<file path="config.mk">
export PLATFORM = sky130hd
export DESIGN_NAME = skip_subtract_swap_exec
export DESIGN_NICKNAME = d
export VERILOG_FILES = /design/src/verilog/sub8_flags.v /design/src/verilog/skip_eval.v /design/src/verilog/skip_subtract_swap_exec.v
export VERILOG_INCLUDE_DIRS = /design/src /design/src/verilog
export SDC_FILE = /design/constraint.sdc
export NUM_CORES = 1
export LEC_CHECK = 0
export ABC_AREA = 1
export ABC_CLOCK_PERIOD_IN_PS = 7800
export BUFFER_PORTS_ARGS = -buffer_cell sky130_fd_sc_hd__buf_2
export CAP_MARGIN = 15
export CORE_MARGIN = 3
export CORE_UTILIZATION = 58
export CTS_BUF_LIST = sky130_fd_sc_hd__clkbuf_4 sky130_fd_sc_hd__clkbuf_8
export DETAILED_ROUTE_END_ITERATION = 8
export PLACE_DENSITY = 0.95
export SETUP_SLACK_MARGIN = 0.3
export SYNTH_ARGS = -nofsm -noshare
export SYNTH_HDL_FRONTEND = slang
export SYNTH_HIERARCHICAL = 1
export SYNTH_SLANG_ARGS = --single-unit
</file>
<file path="constraint.sdc">
create_clock -name clk_sys -period 7.8 [get_ports clk_sys]
set_clock_uncertainty 0.1 [all_clocks]
set_input_delay 1.17 -clock clk_sys [delete_from_list [all_inputs] [get_ports clk_sys]]
set_output_delay 1.17 -clock clk_sys [all_outputs]
set_load 0.03 [all_outputs]
</file>
<file path="src/verilog/skip_exec_map.vh">
// Opcodes, register offsets, field positions and reset values for the skip/subtract/swap unit
`ifndef SKIP_EXEC_MAP_VH
`define SKIP_EXEC_MAP_VH

// ----------------------------------------------------------------------------
// Operation codes from the decoder
// ----------------------------------------------------------------------------
`define OP_W                    4
`define OP_INC_SKIP_ZERO_TO_ACC 4'h0
`define OP_SKIP_IF_NONZERO_BIT  4'h1
`define OP_SKIP_IF_NONZERO      4'h2
`define OP_SUBTRACT_TO_ACC      4'h3
`define OP_SUBTRACT_TO_MEM      4'h4
`define OP_NIBBLE_SWAP_MEM      4'h5
`define OP_NIBBLE_SWAP_TO_ACC   4'h6
`define OP_SKIP_IF_ZERO         4'h7
`define OP_COPY_SKIP_IF_ZERO    4'h8

// ----------------------------------------------------------------------------
// Data path constants
// ----------------------------------------------------------------------------
`define BYTE_ZERO               8'h00
`define BYTE_ONE                8'h01

// ----------------------------------------------------------------------------
// APB register byte offsets
// ----------------------------------------------------------------------------
`define ADDR_W                  12
`define REG_ACC                 12'h000
`define REG_FLAGS               12'h004
`define REG_CTRL                12'h008
`define REG_STAT                12'h00c

// ----------------------------------------------------------------------------
// Flag register bit positions
// ----------------------------------------------------------------------------
`define FLAG_W                  6
`define FLG_C                   0
`define FLG_AC                  1
`define FLG_Z                   2
`define FLG_OV                  3
`define FLG_SC                  4
`define FLG_CZ                  5

// ----------------------------------------------------------------------------
// Control / status fields and reset values
// ----------------------------------------------------------------------------
`define CTRL_EN                 0
`define STAT_BUSY               0
`define STAT_LAST_SKIP          1
`define STAT_BAD_OP             2
`define STAT_CNT_LSB            8
`define STAT_CNT_MSB            15
`define RST_ACC                 8'h00
`define RST_FLAGS               6'h00
`define RST_EN                  1'b1
`define RST_CNT                 8'h00

`endif

</file>
<file path="src/verilog/sub8_flags.v">
// Eight-bit subtractor producing the difference and the six status flags
`timescale 1ns/1ps
`include "skip_exec_map.vh"
module sub8_flags (
  a,
  b,
  diff,
  flags
);
  input  wire [7:0]            a;
  input  wire [7:0]            b;
  output wire [7:0]            diff;
  output wire [`FLAG_W-1:0]    flags;

  wire [8:0] full;
  wire [4:0] low;
  wire       ov;
  wire       z;

  // Carry out of a two's complement subtract is the inverse of borrow
  assign full = {1'b0, a} + {1'b0, ~b} + 9'h001;
  assign low  = {1'b0, a[3:0]} + {1'b0, ~b[3:0]} + 5'h01;
  assign diff = full[7:0];
  assign z    = (full[7:0] == `BYTE_ZERO);
  assign ov   = (a[7] != b[7]) && (full[7] != a[7]);

  assign flags[`FLG_C]  = full[8];
  assign flags[`FLG_AC] = low[4];
  assign flags[`FLG_Z]  = z;
  assign flags[`FLG_OV] = ov;
  // Signed compare: set when the signed difference is not negative
  assign flags[`FLG_SC] = ~(ov ^ full[7]);
  assign flags[`FLG_CZ] = z;
endmodule // sub8_flags

</file>
<file path="src/verilog/skip_eval.v">
// Skip condition evaluation for the conditional-skip operations
`timescale 1ns/1ps
`include "skip_exec_map.vh"
module skip_eval (
  op,
  mem_byte,
  bit_sel,
  inc_byte,
  is_skip_op,
  skip_cond
);
  input  wire [`OP_W-1:0] op;
  input  wire [7:0]       mem_byte;
  input  wire [2:0]       bit_sel;
  output wire [7:0]       inc_byte;
  output reg              is_skip_op;
  output reg              skip_cond;

  assign inc_byte = mem_byte + `BYTE_ONE;

  always @* begin
    is_skip_op = 1'b1;
    skip_cond  = 1'b0;
    case (op)
      `OP_INC_SKIP_ZERO_TO_ACC: skip_cond = (inc_byte == `BYTE_ZERO);
      `OP_SKIP_IF_NONZERO_BIT:  skip_cond = mem_byte[bit_sel];
      `OP_SKIP_IF_NONZERO:      skip_cond = (mem_byte != `BYTE_ZERO);
      `OP_SKIP_IF_ZERO:         skip_cond = (mem_byte == `BYTE_ZERO);
      `OP_COPY_SKIP_IF_ZERO:    skip_cond = (mem_byte == `BYTE_ZERO);
      default:                  is_skip_op = 1'b0;
    endcase
  end
endmodule // skip_eval

</file>
<file path="src/verilog/skip_subtract_swap_exec.v">
// Execution unit for the skip, subtract and nibble-swap instruction group
//
// The register addresses and the APB register port were decided locally.
`timescale 1ns/1ps
`include "skip_exec_map.vh"

// Functional notes
// - Increment-skip puts memory byte plus one in accumulator; skip when zero.
// - Every conditional skip occupies two cycles, whether it skips or not.
// - Bit-test skip-if-nonzero skips when the selected memory bit is one.
// - Byte skip-if-nonzero skips on any non-zero byte; flags untouched.
// - Subtract-to-acc writes acc minus memory to acc and updates six flags.
// - Carry clears on borrow, sets when the difference is zero or positive.
// - Subtract-to-memory writes acc minus memory back to memory, same flags.
// - Swap-in-memory exchanges memory nibbles in place; flags unchanged.
// - Swap-to-acc puts swapped memory nibbles in acc; memory and flags kept.
// - Byte skip-if-zero skips when the byte is zero; nothing altered.
// - Copy-skip loads memory byte into acc; skips when zero; flags kept.
module skip_subtract_swap_exec (
  clk_sys,
  resetn,
  psel,
  penable,
  pwrite,
  paddr,
  pwdata,
  prdata,
  pready,
  pslverr,
  exec_valid,
  exec_op,
  exec_bit,
  mem_rdata,
  exec_ready,
  mem_we,
  mem_wdata,
  acc,
  status_flags,
  pc_skip,
  nop_slot
);
  input  wire                clk_sys;
  input  wire                resetn;
  input  wire                psel;
  input  wire                penable;
  input  wire                pwrite;
  input  wire [`ADDR_W-1:0]  paddr;
  input  wire [31:0]         pwdata;
  output wire [31:0]         prdata;
  output wire                pready;
  output wire                pslverr;
  input  wire                exec_valid;
  input  wire [`OP_W-1:0]    exec_op;
  input  wire [2:0]          exec_bit;
  input  wire [7:0]          mem_rdata;
  output wire                exec_ready;
  output wire                mem_we;
  output wire [7:0]          mem_wdata;
  output wire [7:0]          acc;
  output wire [`FLAG_W-1:0]  status_flags;
  output wire                pc_skip;
  output wire                nop_slot;

  // --------------------------------------------------------------------------
  // States
  // --------------------------------------------------------------------------
  localparam [1:0] ST_IDLE  = 2'b01;
  localparam [1:0] ST_DUMMY = 2'b10;

  reg [1:0]          state_ff;
  reg [1:0]          nxt_state;
  reg [7:0]          acc_ff;
  reg [7:0]          nxt_acc;
  reg [`FLAG_W-1:0]  flags_ff;
  reg [`FLAG_W-1:0]  nxt_flags;
  reg                mem_we_ff;
  reg                nxt_mem_we;
  reg [7:0]          mem_wdata_ff;
  reg [7:0]          nxt_mem_wdata;
  reg                ready_ff;
  reg                nxt_ready;
  reg                pc_skip_ff;
  reg                nxt_pc_skip;
  reg                nop_slot_ff;
  reg                nxt_nop_slot;
  reg                en_ff;
  reg                nxt_en;
  reg                last_skip_ff;
  reg                nxt_last_skip;
  reg                bad_op_ff;
  reg                nxt_bad_op;
  reg [7:0]          skip_cnt_ff;
  reg [7:0]          nxt_skip_cnt;
  reg [31:0]         prdata_ff;
  reg [31:0]         nxt_prdata;
  reg                pready_ff;
  reg                nxt_pready;
  reg                pslverr_ff;
  reg                nxt_pslverr;

  wire [7:0]         sub_diff;
  wire [`FLAG_W-1:0] sub_flags;
  wire [7:0]         inc_byte;
  wire               is_skip_op;
  wire               skip_cond;
  wire [7:0]         swapped;
  wire               take;
  wire               apb_setup;
  wire               apb_wr;
  reg                addr_hit;
  reg [31:0]         rd_mux;

  sub8_flags u_sub (
    .a     (acc_ff),
    .b     (mem_rdata),
    .diff  (sub_diff),
    .flags (sub_flags)
  );

  skip_eval u_skip (
    .op         (exec_op),
    .mem_byte   (mem_rdata),
    .bit_sel    (exec_bit),
    .inc_byte   (inc_byte),
    .is_skip_op (is_skip_op),
    .skip_cond  (skip_cond)
  );

  // Nibble exchange is pure wiring shared by both swap forms
  assign swapped = {mem_rdata[3:0], mem_rdata[7:4]};
  assign take    = exec_valid && ready_ff && (state_ff == ST_IDLE);

  // --------------------------------------------------------------------------
  // APB slave: one wait-free access phase, pready asserted in it
  // --------------------------------------------------------------------------
  assign apb_setup = psel && !penable;
  // Writes land only in the answered access cycle; unmapped offsets are dropped
  assign apb_wr    = psel && penable && pready_ff && pwrite && !pslverr_ff;

  always @* begin
    addr_hit = 1'b1;
    rd_mux   = 32'h00000000;
    case (paddr)
      `REG_ACC:   rd_mux[7:0] = acc_ff;
      `REG_FLAGS: rd_mux[`FLAG_W-1:0] = flags_ff;
      `REG_CTRL:  rd_mux[`CTRL_EN] = en_ff;
      `REG_STAT: begin
        rd_mux[`STAT_BUSY]                    = (state_ff != ST_IDLE);
        rd_mux[`STAT_LAST_SKIP]               = last_skip_ff;
        rd_mux[`STAT_BAD_OP]                  = bad_op_ff;
        rd_mux[`STAT_CNT_MSB:`STAT_CNT_LSB]   = skip_cnt_ff;
      end
      default:    addr_hit = 1'b0;
    endcase
  end

  always @* begin
    nxt_pready  = apb_setup;
    nxt_pslverr = apb_setup ? !addr_hit : 1'b0;
    nxt_prdata  = (apb_setup && !pwrite) ? rd_mux : 32'h00000000;
  end

  // --------------------------------------------------------------------------
  // Execution sequencer
  // --------------------------------------------------------------------------
  always @* begin
    nxt_state     = state_ff;
    nxt_acc       = acc_ff;
    nxt_flags     = flags_ff;
    nxt_mem_we    = 1'b0;
    nxt_mem_wdata = mem_wdata_ff;
    nxt_ready     = en_ff;
    nxt_pc_skip   = 1'b0;
    nxt_nop_slot  = 1'b0;
    nxt_en        = en_ff;
    nxt_last_skip = last_skip_ff;
    nxt_bad_op    = bad_op_ff;
    nxt_skip_cnt  = skip_cnt_ff;

    // Software writes land first so that a same-cycle instruction result wins
    if (apb_wr) begin
      case (paddr)
        `REG_ACC:   nxt_acc = pwdata[7:0];
        `REG_FLAGS: nxt_flags = pwdata[`FLAG_W-1:0];
        `REG_CTRL:  nxt_en = pwdata[`CTRL_EN];
        `REG_STAT: begin
          // Write one to clear; a same-cycle bad opcode still sets it
          if (pwdata[`STAT_BAD_OP]) nxt_bad_op = 1'b0;
          if (pwdata[`STAT_CNT_MSB:`STAT_CNT_LSB] != `RST_CNT) nxt_skip_cnt = `RST_CNT;
        end
        default: nxt_en = en_ff;
      endcase
      nxt_ready = (paddr == `REG_CTRL) ? pwdata[`CTRL_EN] : en_ff;
    end

    case (state_ff)
      ST_IDLE: begin
        if (take) begin
          case (exec_op)
            `OP_INC_SKIP_ZERO_TO_ACC: nxt_acc = inc_byte;
            `OP_COPY_SKIP_IF_ZERO:    nxt_acc = mem_rdata;
            `OP_SUBTRACT_TO_ACC: begin
              nxt_acc   = sub_diff;
              nxt_flags = sub_flags;
            end
            `OP_SUBTRACT_TO_MEM: begin
              nxt_mem_we    = 1'b1;
              nxt_mem_wdata = sub_diff;
              nxt_flags     = sub_flags;
            end
            `OP_NIBBLE_SWAP_MEM: begin
              nxt_mem_we    = 1'b1;
              nxt_mem_wdata = swapped;
            end
            `OP_NIBBLE_SWAP_TO_ACC:   nxt_acc = swapped;
            `OP_SKIP_IF_NONZERO_BIT,
            `OP_SKIP_IF_NONZERO,
            `OP_SKIP_IF_ZERO: begin
              // Pure tests write nothing, so a same-cycle bus write still lands
              nxt_mem_we = 1'b0;
            end
            // Unknown codes change nothing but leave a sticky mark for software
            default:                  nxt_bad_op = 1'b1;
          endcase
          if (is_skip_op) begin
            // Two-cycle form: second cycle is the inserted dummy slot
            nxt_state     = ST_DUMMY;
            nxt_ready     = 1'b0;
            nxt_nop_slot  = 1'b1;
            nxt_pc_skip   = skip_cond;
            nxt_last_skip = skip_cond;
            // Wraps at its width; software clears it with a non-zero write
            if (skip_cond) nxt_skip_cnt = skip_cnt_ff + `BYTE_ONE;
          end
        end
      end
      ST_DUMMY: begin
        nxt_state = ST_IDLE;
        // Follow a same-cycle enable write, else a disable leaks one ready cycle
        nxt_ready = nxt_en;
      end
      default: begin
        nxt_state = ST_IDLE;
        nxt_ready = 1'b0;
      end
    endcase
  end

  // --------------------------------------------------------------------------
  // Registers
  // --------------------------------------------------------------------------
  // Synchronous reset only: every flop but en_ff and state_ff clears on the clock edge; en_ff sets, state_ff loads ST_IDLE
  always @(posedge clk_sys) begin
    if (!resetn) begin
      state_ff     <= ST_IDLE;
      acc_ff       <= `RST_ACC;
      flags_ff     <= `RST_FLAGS;
      mem_we_ff    <= 1'b0;
      mem_wdata_ff <= `BYTE_ZERO;
      ready_ff     <= 1'b0;
      pc_skip_ff   <= 1'b0;
      nop_slot_ff  <= 1'b0;
      en_ff        <= `RST_EN;
      last_skip_ff <= 1'b0;
      bad_op_ff    <= 1'b0;
      skip_cnt_ff  <= `RST_CNT;
      prdata_ff    <= 32'h00000000;
      pready_ff    <= 1'b0;
      pslverr_ff   <= 1'b0;
    end else begin
      state_ff     <= nxt_state;
      acc_ff       <= nxt_acc;
      flags_ff     <= nxt_flags;
      mem_we_ff    <= nxt_mem_we;
      mem_wdata_ff <= nxt_mem_wdata;
      ready_ff     <= nxt_ready;
      pc_skip_ff   <= nxt_pc_skip;
      nop_slot_ff  <= nxt_nop_slot;
      en_ff        <= nxt_en;
      last_skip_ff <= nxt_last_skip;
      bad_op_ff    <= nxt_bad_op;
      skip_cnt_ff  <= nxt_skip_cnt;
      prdata_ff    <= nxt_prdata;
      pready_ff    <= nxt_pready;
      pslverr_ff   <= nxt_pslverr;
    end
  end

  // --------------------------------------------------------------------------
  // Outputs: every port is driven straight from a flop
  // --------------------------------------------------------------------------
  assign prdata       = prdata_ff;
  assign pready       = pready_ff;
  assign pslverr      = pslverr_ff;
  assign exec_ready   = ready_ff;
  assign mem_we       = mem_we_ff;
  assign mem_wdata    = mem_wdata_ff;
  assign acc          = acc_ff;
  assign status_flags = flags_ff;
  assign pc_skip      = pc_skip_ff;
  assign nop_slot     = nop_slot_ff;
endmodule // skip_subtract_swap_exec

</file>
==> results.md, run 1 <==
- Syn Inst Count: 654
- Warnings, synthesis: 6
- Most frequent cells in the layout: nand2_1 (165), buf_2 (92), inv_1 (91), nor2_1 (88), nand3_1 (71)
- Core Area: 6870 sq um
- CTS tree: done
- Worst Hold Class: flip-flop to flip-flop
- Initial antenna violation count: 0
- CTS clk-pin slew, worst paths: 70 ps
- Antenna fix cells: 0
- Rel. slew slack: 39.4%
- Site row count: 30
- Fillers: 606
- HPWL after DPL: 8400 microns
- Routability cong.: 0.983
- PortBufs: 92
- Via count: 4399
- CP required: 7990 ps
- Worst-path maximum fanout: 11
- Antenna viol nets, final: 0
- Post-CTS sizing: 0
- Post-route DRC: 0
- Outcome: finished clean
- Sink Count: 57
- Die Span X: 90.5 microns
- Finished Core Util: 69.2%
- WS Path Type: primary input to flip-flop
- MaxCap Viol Count: 0
- Static leakage: 0.00262 uW
- Aggregate global routing overflow: 0
- Synth Area per Inst: 6.34 sq um
- Maximum vdd drop: 85.9 uV
- Pin count of the biggest net entering global routing: 31
- Layout cell share with drive strength beyond 1: 21.3%
- Synth area leaders: dfxtp_1 (28%), nand2_1 (15%), nand3_1 (8.6%)
- Synth top area share: 27.5%
- Ys async rst share: 0%
- Reg2reg setup slack: 4860 ps
- Post-CTS Setup Repair Bufs: 0
- Clk_lat worst skew: 340 ps
- Initial Util: 60.3%
- Via density: 5.23
- First-pass GRT wire length: 18100 microns
- Fin Setup TNS: 0 ps
- Crit path launch type: primary input
- Yosys reg bits: 57
- Setup-failing EPs final: 0
- Die area: 8200 sq um
- Sequential cell area fraction in the yosys report: 27.5%
- Htree depth: 3
- Netlist cell types: 36
- Cts hold-fix bufs: 0
- Minimum clock period: 3630 ps
- Commonest non-fill, non-tap cell in the layout: nand2_1
- DRT Wirelength: 11100 microns
- Area taken by multi-input logic gates: 2450 sq um
- Initial DRC count: 272
- Final slew viol count: 0
- Storage element area: 1140 sq um
- Hold Vio Cnt, Final: 0
- Max Clock Freq: 275 MHz
- NumNets Final: 820
- Pre-Repair DR Iteration Count: 5
- Synth area leader: dfxtp_1
- Total GRT Usage: 26.8%
- Area growth syn-to-layout: 14.6%
- Post-synthesis cell area: 4150 sq um
- PD cells: 154 nW/um^2
- CTS Buffer Depth: 2
- Die Y: 90.5 microns
- Num CTS Buffers: 9
- Vias in the first global route: 4063
- CP endpoint kind: flip-flop
- Number of flops mapped to enable cells by yosys: 0
- Synth Flop Type: dfxtp_1
- Root Buffer: clkbuf_8
- Worst Max-Slew Pin Slew: 906 ps
- Unrepaired setup endpoints after global routing: false
- Worst Path Arrival: 3820 ps
- WL/cell: 13.2 microns
- Io pins: 125
- Crit share post-route: 46.6%
synthesized netlist by cell type (2+ instances only):
library cell	number
o22ai_1	8
nand3_1	71
o211ai_1	2
inv_1	91
o21bai_1	2
nor2_2	5
o21ai_1	5
nor2_4	7
o21ai_0	11
nor3_1	6
buf_4	21
nand3_2	7
ha_1	13
buf_6	5
buf_2	4
inv_2	8
dfxtp_1	57
nand3_4	2
nand3b_1	3
nand2_2	13
o21ai_2	3
xnor2_1	2
a21oi_2	3
nand2_1	165
nor2_1	88
nand2_4	2
xor2_1	3
fa_1	2
a21oi_1	20
nand4_1	19
sequential cells by signal, indices dropped and copies added (netlist names):
name and count:
acc 8, bad_op_ff 1, en_ff 1, exec_ready 1
last_skip_ff 1, mem_wdata 8, mem_we 1, nop_slot 1
pc_skip 1, prdata 16, pready 1, pslverr 1
skip_cnt_ff 8, state_ff 2, status_flags 6
critical path, cell delays in order:
cell	delay, ps
buf_2	240
inv_1	70
ha_1	360
nand2_1	120
nand2_2	70
nand2_2	70
nand3_2	70
nand2_2	80
nand2_1	50
nand2_1	50
nand2_1	60
fa_1	550
nor3_1	210
nand2_1	80
nor2_2	110
nand2_2	60
nor2_2	100
o21ai_0	100
inv_1	90
nand2_1	60
inv_1	40
power breakdown:
part | leakage [uW] | internal [uW] | switching, uW | total [uW]
clock network | 0.000106 | 168 | 122 | 290
registers | 0.000461 | 296 | 4.43 | 300
logic | 0.00205 | 42.1 | 97.7 | 140
total | 0.00262 | 507 | 224 | 731
metal layers:
layer,vias up,wire length (microns),track usage [%]
met5,-,0,0
met4,0,271,11.0
met3,26,811,5.75
met2,193,5450,48.2
met1,1967,4600,30.6
li1,2213,-,-
kinds of logic after synthesis:
logic type / after synthesis / synth area share [%]
adder cells (fa/ha/maj): 15 / 4.89
AND/OR/NAND/NOR: 391 / 44.1
AO/OA/AOI/OAI: 54 / 7.55
other: 1 / 0.0905
buffers and inverters: 131 / 14.8
XOR/XNOR: 5 / 1.06
flip-flops: 57 / 27.5
final cells by class:
type | instances | share of cell area, %
clock buffer | 12 | 3.34
clock inverter | 4 | 1.08
inverter | 99 | 7.82
multi-input combinational | 481 | 51.5
sequential | 57 | 24.0
tap | 96 | 2.53
timing repair buffer | 92 | 9.69
through the flow:
step	instance area (sq um)	hold slack, ps	setup slack [ps]	total power (uW)	std cells
2_1_floorplan	4200	340	4300	409	669
3_3_place_gp	4540	358	3870	440	825
3_5_place_dp	4540	361	3850	444	825
4_1_cts	4750	371	4200	730	841
5_1_grt	4750	383	3980	761	841
6_report	4750	372	4170	731	841
final timing paths:
check               endpoint         start  cells past startpoint
max          status_flags[5]  mem_rdata[2]                     21
min                prdata[6]        acc[6]                      2
max reg2reg  status_flags[5]        acc[2]                     19
min reg2reg        prdata[6]        acc[6]                      2
No activity file was read; power rests on OpenSTA's default activity.
==> run 2: changes to the inputs <==
--- a/config.mk
+++ b/config.mk
@@ -7,14 +7,14 @@
 export NUM_CORES = 1
 export LEC_CHECK = 0
 export ABC_AREA = 1
-export ABC_CLOCK_PERIOD_IN_PS = 7800
+export ABC_CLOCK_PERIOD_IN_PS = 3300
 export BUFFER_PORTS_ARGS = -buffer_cell sky130_fd_sc_hd__buf_2
 export CAP_MARGIN = 15
 export CORE_MARGIN = 3
-export CORE_UTILIZATION = 58
+export CORE_UTILIZATION = 49
 export CTS_BUF_LIST = sky130_fd_sc_hd__clkbuf_4 sky130_fd_sc_hd__clkbuf_8
 export DETAILED_ROUTE_END_ITERATION = 8
-export PLACE_DENSITY = 0.95
+export PLACE_DENSITY = 0.9
 export SETUP_SLACK_MARGIN = 0.3
 export SYNTH_ARGS = -nofsm -noshare
 export SYNTH_HDL_FRONTEND = slang
==> constraint.sdc (replaced) <==
create_clock -name clk_sys -period 3.3 [get_ports clk_sys]
set_clock_uncertainty 0.1 [all_clocks]
set_input_delay 0.495 -clock clk_sys [delete_from_list [all_inputs] [get_ports clk_sys]]
set_output_delay 0.495 -clock clk_sys [all_outputs]
set_load 0.03 [all_outputs]
==> results.md, run 2 (same netlist as run 1, synthesis figures left out) <==
- Outcome: finished clean
- Met1 Usage GRT: 27.8% (-2.8 points)
- Commonest non-fill, non-tap cell in the layout: nand2_1
- Layout cell share with drive strength beyond 1: 23.0% (+1.7 points)
- Minimum clock period: 2720 ps
- Via count: 4369 (-0.68%)
- First-pass GRT wire length: 17100 microns (-5.6%)
- Site row count: 32 (+6.7%)
- Antenna fix cells: 0 (unchanged)
- GR Layer Usage met3: 3.64% (-2.1 points)
- HPWL after DPL: 8160 microns (-2.8%)
- WL/cell: 12.5 microns (-5.9%)
- Root Buffer: clkbuf_8
- CTS clk-pin slew, worst paths: 60 ps (about the same)
- Post-CTS sizing: 0 (unchanged)
- Worst reg2reg path depth: 19 (unchanged)
- Setup-failing EPs final: 0 (unchanged)
- Htree depth: 3 (unchanged)
- Max Clock Freq: 368 MHz
- Storage element area: 1140 sq um (+0.33%)
- Fin Setup TNS: 0 ps (unchanged)
- Worst setup path start: acc[2]
- Most frequent cells in the layout: nand2_1 (165), buf_2 (92), inv_1 (91), nor2_1 (88), nand3_1 (71)
- R2r endpoint: status_flags[2]
- Initial DRC count: 288 (+5.9%)
- Area taken by multi-input logic gates: 2460 sq um (+0.46%)
- Total GRT Usage: 21.2% (-5.6 points)
- Antenna viol nets, final: 0 (unchanged)
- MaxCap Viol Count: 0 (unchanged)
- Layer with the highest usage: met2
- Pre-Repair DR Iteration Count: 5 (unchanged)
- PD cells: 340 nW/um^2 (+120%)
- Sink Count: 57 (unchanged)
- Crit share post-route: 82.3%
- Fillers: 753 (+24%)
- Static leakage: 0.00263 uW (+0.67%)
- Cts hold-fix bufs: 0 (unchanged)
- GRT met2 Usage: 35.2% (-13 points)
- Io pins: 125 (unchanged)
- Clk_lat worst skew: 340 ps (about the same)
- CTS Buffer Depth: 2 (unchanged)
- CTS tree: done
- Hold Slack: 345 ps (-27.4 ps)
- Initial Util: 52.0% (-8.3 points)
- Post-route DRC: 0 (unchanged)
- Vias in the first global route: 3763 (-7.4%)
- Worst-path maximum fanout: 6 (-5)
- Area growth syn-to-layout: 15.6%
- Post-CTS Setup Repair Bufs: 0 (unchanged)
- Launch point of the worst reg-to-reg path: acc[2]
- DRT Wirelength: 10600 microns (-4.4%)
- CP Capture Point: status_flags[2]
- Worst Hold Class: primary input to flip-flop
- Routability cong.: 0.903 (-8.2%)
- Hold Vio Cnt, Final: 0 (unchanged)
- Largest register FFs: 16 (unchanged)
- PortBufs: 92 (unchanged)
- CP endpoint kind: flip-flop
- CP required: 3490 ps (-4500 ps)
- Core Area: 7970 sq um (+16%)
- Via density: 5.12 (-2.2%)
- Worst hold path depth: 4 (+2)
- Aggregate global routing overflow: 0 (unchanged)
- WS Path Type: flip-flop to flip-flop
- Die area: 9600 sq um (+17%)
- Worst Path Arrival: 2910 ps (-910 ps)
- Worst Max-Slew Pin Slew: 536 ps (-370 ps)
- Maximum vdd drop: 144 uV (+67%)
- Rel. slew slack: 64.2% (+25 points)
- Initial antenna violation count: 0 (unchanged)
- Unrepaired setup endpoints after global routing: false
- Die Span X: 98.0 microns (+8.2%)
- NumNets Final: 827 (+0.85%)
- Die Y: 98.0 microns (+8.2%)
- Num CTS Buffers: 9 (unchanged)
- Reg2reg setup slack: 580 ps (-4280 ps)
- Pin count of the biggest net entering global routing: 31 (unchanged)
- Crit path launch type: flip-flop
- Final slew viol count: 0 (unchanged)
[run 2: changes by cell type in the layout (fill, tap and decap cells not counted), moves of 2 or more]
cell | previous run | this run
ha_2 | 0 | 3
dfxtp_2 | 0 | 3
dfxtp_1 | 57 | 54
clkinv_2 | 1 | 3
ha_1 | 13 | 10
buf_4 | 0 | 7
[run 2: worst min path at each step]
stage	slack [ps]	endpoint	startpoint
2_1_floorplan	340	bad_op_ff	bad_op_ff
3_3_place_gp	350	last_skip_ff	last_skip_ff
3_5_place_dp	360	bad_op_ff	bad_op_ff
4_1_cts	340	pready	penable
5_1_grt	390	prdata[2]	paddr[3]
6_report	340	pready	penable
[run 2: layout make-up]
class | instances | share of cell area [%]
inverters | 99 | 7.75
multi-input cells | 481 | 51.3
flip-flops and latches | 57 | 23.9
well taps | 102 | 2.66
clock buffers | 11 | 3.03
clock inverters | 5 | 0.653
repair buffers | 99 | 10.7
[run 2: stage by stage]
step	cell area, sq um	instances	total power [uW]	utilization [%]	setup WS (ps)
after floorplan	4200	669	966	-	458
after global placement	4600	838	1050	57.7	363
after detailed placement	4600	838	1050	57.7	322
after CTS	4780	854	1630	60.0	522
after global routing	4790	854	1700	60.1	317
final	4790	854	1630	60.1	583
[run 2: per-layer routing]
metal	share of wire (%)	vias up
li1	-	2231
met1	43	1879
met2	46	238
met3	9.2	21
met4	1.7	0
met5	0	-
[run 2: power by group]
part | internal [uW] | total (uW) | switching, uW | leakage, uW
Sequential | 700 | 711 | 10.7 | 0.000462
Combinational | 106 | 333 | 228 | 0.00208
Clock | 298 | 585 | 287 | 0.0000925
Total | 1100 | 1630 | 526 | 0.00263
[run 2: worst max-delay path: stages, from the launching register on]
cell and delay (ps):
dfxtp_2 360, ha_2 390, nand2_1 70, nor2_1 100, nand2_1 90, nand3_2 70
nand2_2 60, nand2_1 60, nand2_1 50, nand2_1 70, fa_1 430, nor3_1 200
nand2_1 80, nor2_2 120, nand2_2 60, nor2_2 100, o21ai_1 90, inv_1 90
nand2_1 60, inv_1 50
==> run 3: changes to the inputs <==
--- a/config.mk
+++ b/config.mk
@@ -7,14 +7,14 @@
 export NUM_CORES = 1
 export LEC_CHECK = 0
 export ABC_AREA = 1
-export ABC_CLOCK_PERIOD_IN_PS = 3300
+export ABC_CLOCK_PERIOD_IN_PS = 2700
 export BUFFER_PORTS_ARGS = -buffer_cell sky130_fd_sc_hd__buf_2
 export CAP_MARGIN = 15
 export CORE_MARGIN = 3
-export CORE_UTILIZATION = 49
+export CORE_UTILIZATION = 54
 export CTS_BUF_LIST = sky130_fd_sc_hd__clkbuf_4 sky130_fd_sc_hd__clkbuf_8
 export DETAILED_ROUTE_END_ITERATION = 8
-export PLACE_DENSITY = 0.9
+export PLACE_DENSITY = 0.93
 export SETUP_SLACK_MARGIN = 0.3
 export SYNTH_ARGS = -nofsm -noshare
 export SYNTH_HDL_FRONTEND = slang
==> constraint.sdc (replaced) <==
create_clock -name clk_sys -period 2.7 [get_ports clk_sys]
set_clock_uncertainty 0.1 [all_clocks]
set_input_delay 0.405 -clock clk_sys [delete_from_list [all_inputs] [get_ports clk_sys]]
set_output_delay 0.405 -clock clk_sys [all_outputs]
set_load 0.03 [all_outputs]
==> results.md, run 3 (same netlist as run 1, synthesis figures left out) <==
- Site row count: 31 (-3.1%)
- WL/cell: 13.3 microns (+6.8%)
- Pin count of the biggest net entering global routing: 30 (-3.2%)
- Num CTS Buffers: 9 (unchanged)
- Initial antenna violation count: 0 (unchanged)
- MaxCap Viol Count: 0 (unchanged)
- Crit path launch type: flip-flop
- CTS clk-pin slew, worst paths: 70 ps (about the same)
- Core Area: 7330 sq um (-8.0%)
- Initial DRC count: 391 (+36%)
- Commonest non-fill, non-tap cell in the layout: nand2_1
- CP required: 2890 ps (-600 ps)
- Routability cong.: 0.921 (+2.0%)
- Hold Vio Cnt, Final: 0 (unchanged)
- Layout cell share with drive strength beyond 1: 27.3% (+4.3 points)
- Worst Path Arrival: 2660 ps (-250 ps)
- DRT Wirelength: 11600 microns (+9.1%)
- Worst Hold Class: primary input to flip-flop
- Static leakage: 0.00276 uW (+4.7%)
- Critical path depth in cells: 19 (unchanged)
- NumNets Final: 849 (+2.7%)
- Worst reg2reg path depth: 19 (unchanged)
- Die Span X: 93.6 microns (-4.5%)
- Io pins: 125 (unchanged)
- CTS Buffer Depth: 2 (unchanged)
- Crit share post-route: 91.3% (+9.0 points)
- Die Y: 93.6 microns (-4.5%)
- Maximum vdd drop: 280 uV (+95%)
- Minimum clock period: 2470 ps (-251 ps)
- Root Buffer: clkbuf_8
- Area growth syn-to-layout: 22.9%
- Antenna fix cells: 0 (unchanged)
- Cell mode on critical path: nand2_2
- Clk_lat worst skew: 340 ps (about the same)
- CP endpoint kind: flip-flop
- CP Capture Point: status_flags[2]
- Fillers: 622 (-17%)
- Via density: 5.22 (+2.1%)
- Antenna viol nets, final: 0 (unchanged)
- Max Clock Freq: 405 MHz (+10%)
- R2r endpoint: status_flags[2]
- Unrepaired setup endpoints after global routing: true
- Worst path max stage delay: 500 ps (+70 ps)
- Setup-failing EPs final: 0 (unchanged)
- PD cells: 419 nW/um^2 (+23%)
- Worst hold path depth: 3 (-1)
- Final slew viol count: 0 (unchanged)
- Post-route DRC: 0 (unchanged)
- Pre-Repair DR Iteration Count: 5 (unchanged)
- CP top delay family: simple AND/OR/NAND/NOR gates
- WS Path Type: flip-flop to flip-flop
- First-pass GRT wire length: 18300 microns (+6.9%)
- CP cell instances: ha_4 > nand2_2 > nand2_2 > nand2_2 > nand3_2 > nand2_2 > nand2_1 > nand2_1 > nand2_2 > fa_1 > nor3_2 > nand2_1 > nor2_2 > nand2_2 > nor2_4 > o21ai_1 > inv_1 > nand2_1 > inv_1
- Total GRT Usage: 25.9% (+4.7 points)
- Fin Setup TNS: 0 ps (unchanged)
- Largest register FFs: 16 (unchanged)
- Aggregate global routing overflow: 0 (unchanged)
- Outcome: finished clean
- Worst setup path start: acc[2]
- Reg2reg setup slack: 230 ps (-350 ps)
- Tot Pwr: 2130 uW (+31%)
- Worst Path Buf+Inv: 2 (unchanged)
- Worst-path maximum fanout: 3 (-3)
- Highest-delay cell along the critical path: fa_1
- Most frequent cells in the layout: nand2_1 (161), buf_2 (92), nor2_1 (88), inv_1 (86), nand3_1 (70)
- Launch point of the worst reg-to-reg path: acc[2]
- Die area: 8760 sq um (-8.7%)
- HPWL after DPL: 8730 microns (+6.9%)
- Htree depth: 3 (unchanged)
- Vias in the first global route: 4193 (+11%)
- Sink Count: 57 (unchanged)
- PortBufs: 92 (unchanged)
- Initial Util: 56.5% (+4.5 points)
- CTS tree: done
- Via count: 4561 (+4.4%)
run 3: cell count changes in the layout (fill, tap and decap cells not counted), moves of 2 or more:
| cell | delta |
|---|---|
| nand2_2 | +4 |
| buf_4 | +18 |
| inv_4 | +3 |
| nand2_1 | -4 |
| buf_6 | +4 |
| inv_1 | -5 |
| inv_2 | +3 |
| ha_4 | +4 |
| ha_1 | -2 |
| dfxtp_1 | -2 |
| dfxtp_2 | -2 |
| ha_2 | -2 |
| dfxtp_4 | +4 |
| clkinv_2 | -2 |
run 3: timing repair:
action	CTS	global route
setup buffers	11	3
gates resized for setup	3	9
pin swaps	2	16
endpoints found under the setup margin	4	6
hold buffers	0	0
run 3: worst min-delay path by stage:
stage                          end  slack [ps]      startpoint
finish                      pready         240          resetn
global placement         bad_op_ff         350       bad_op_ff
global route                pready         220          resetn
floorplan                bad_op_ff         340       bad_op_ff
CTS                         pready         220          resetn
detailed placement  skip_cnt_ff[7]         360  skip_cnt_ff[7]
run 3: worst min-delay path, delay by kind of cell:
family | cells | cell delay [ps]
buffers and inverters | 2 | 150
AND/OR/NAND/NOR | 1 | 80
run 3: where the power goes:
part,switching [uW],internal (uW)
sequential,12.9,853
clock,362,453
combinational,299,154
run 3: layout make-up:
cell class,count,area (sq um),share of cell area [%]
Timing Repair Buffer,121,693,13.6
Multi-Input combinational cell,481,2530,49.7
Clock inverter,6,63.8,1.25
Sequential cell,57,1160,22.7
Clock buffer,10,138,2.70
Inverter,99,387,7.59
Tap cell,99,124,2.43
run 3: stage by stage:
step | hold slack, ps | util, % | instance area [sq um] | cells | worst slack (ps)
after global routing | 219 | 69.5 | 5090 | 873 | 43.1
final | 237 | 69.5 | 5090 | 873 | 234
after global placement | 355 | 64.8 | 4750 | 843 | -9.37
after CTS | 221 | 68.8 | 5040 | 870 | 175
after detailed placement | 364 | 64.8 | 4750 | 843 | -85.9
after floorplan | 340 | - | 4290 | 669 | 135
run 3: layer usage:
metal  vias up  global-route usage [%]  routed length, microns
met4         0                    11.2                     381
li1       2267                       -                       -
met3        47                    5.79                    1160
met5         -                       0                       0
met1      2001                    31.0                    4590
met2       246                    44.5                    5480
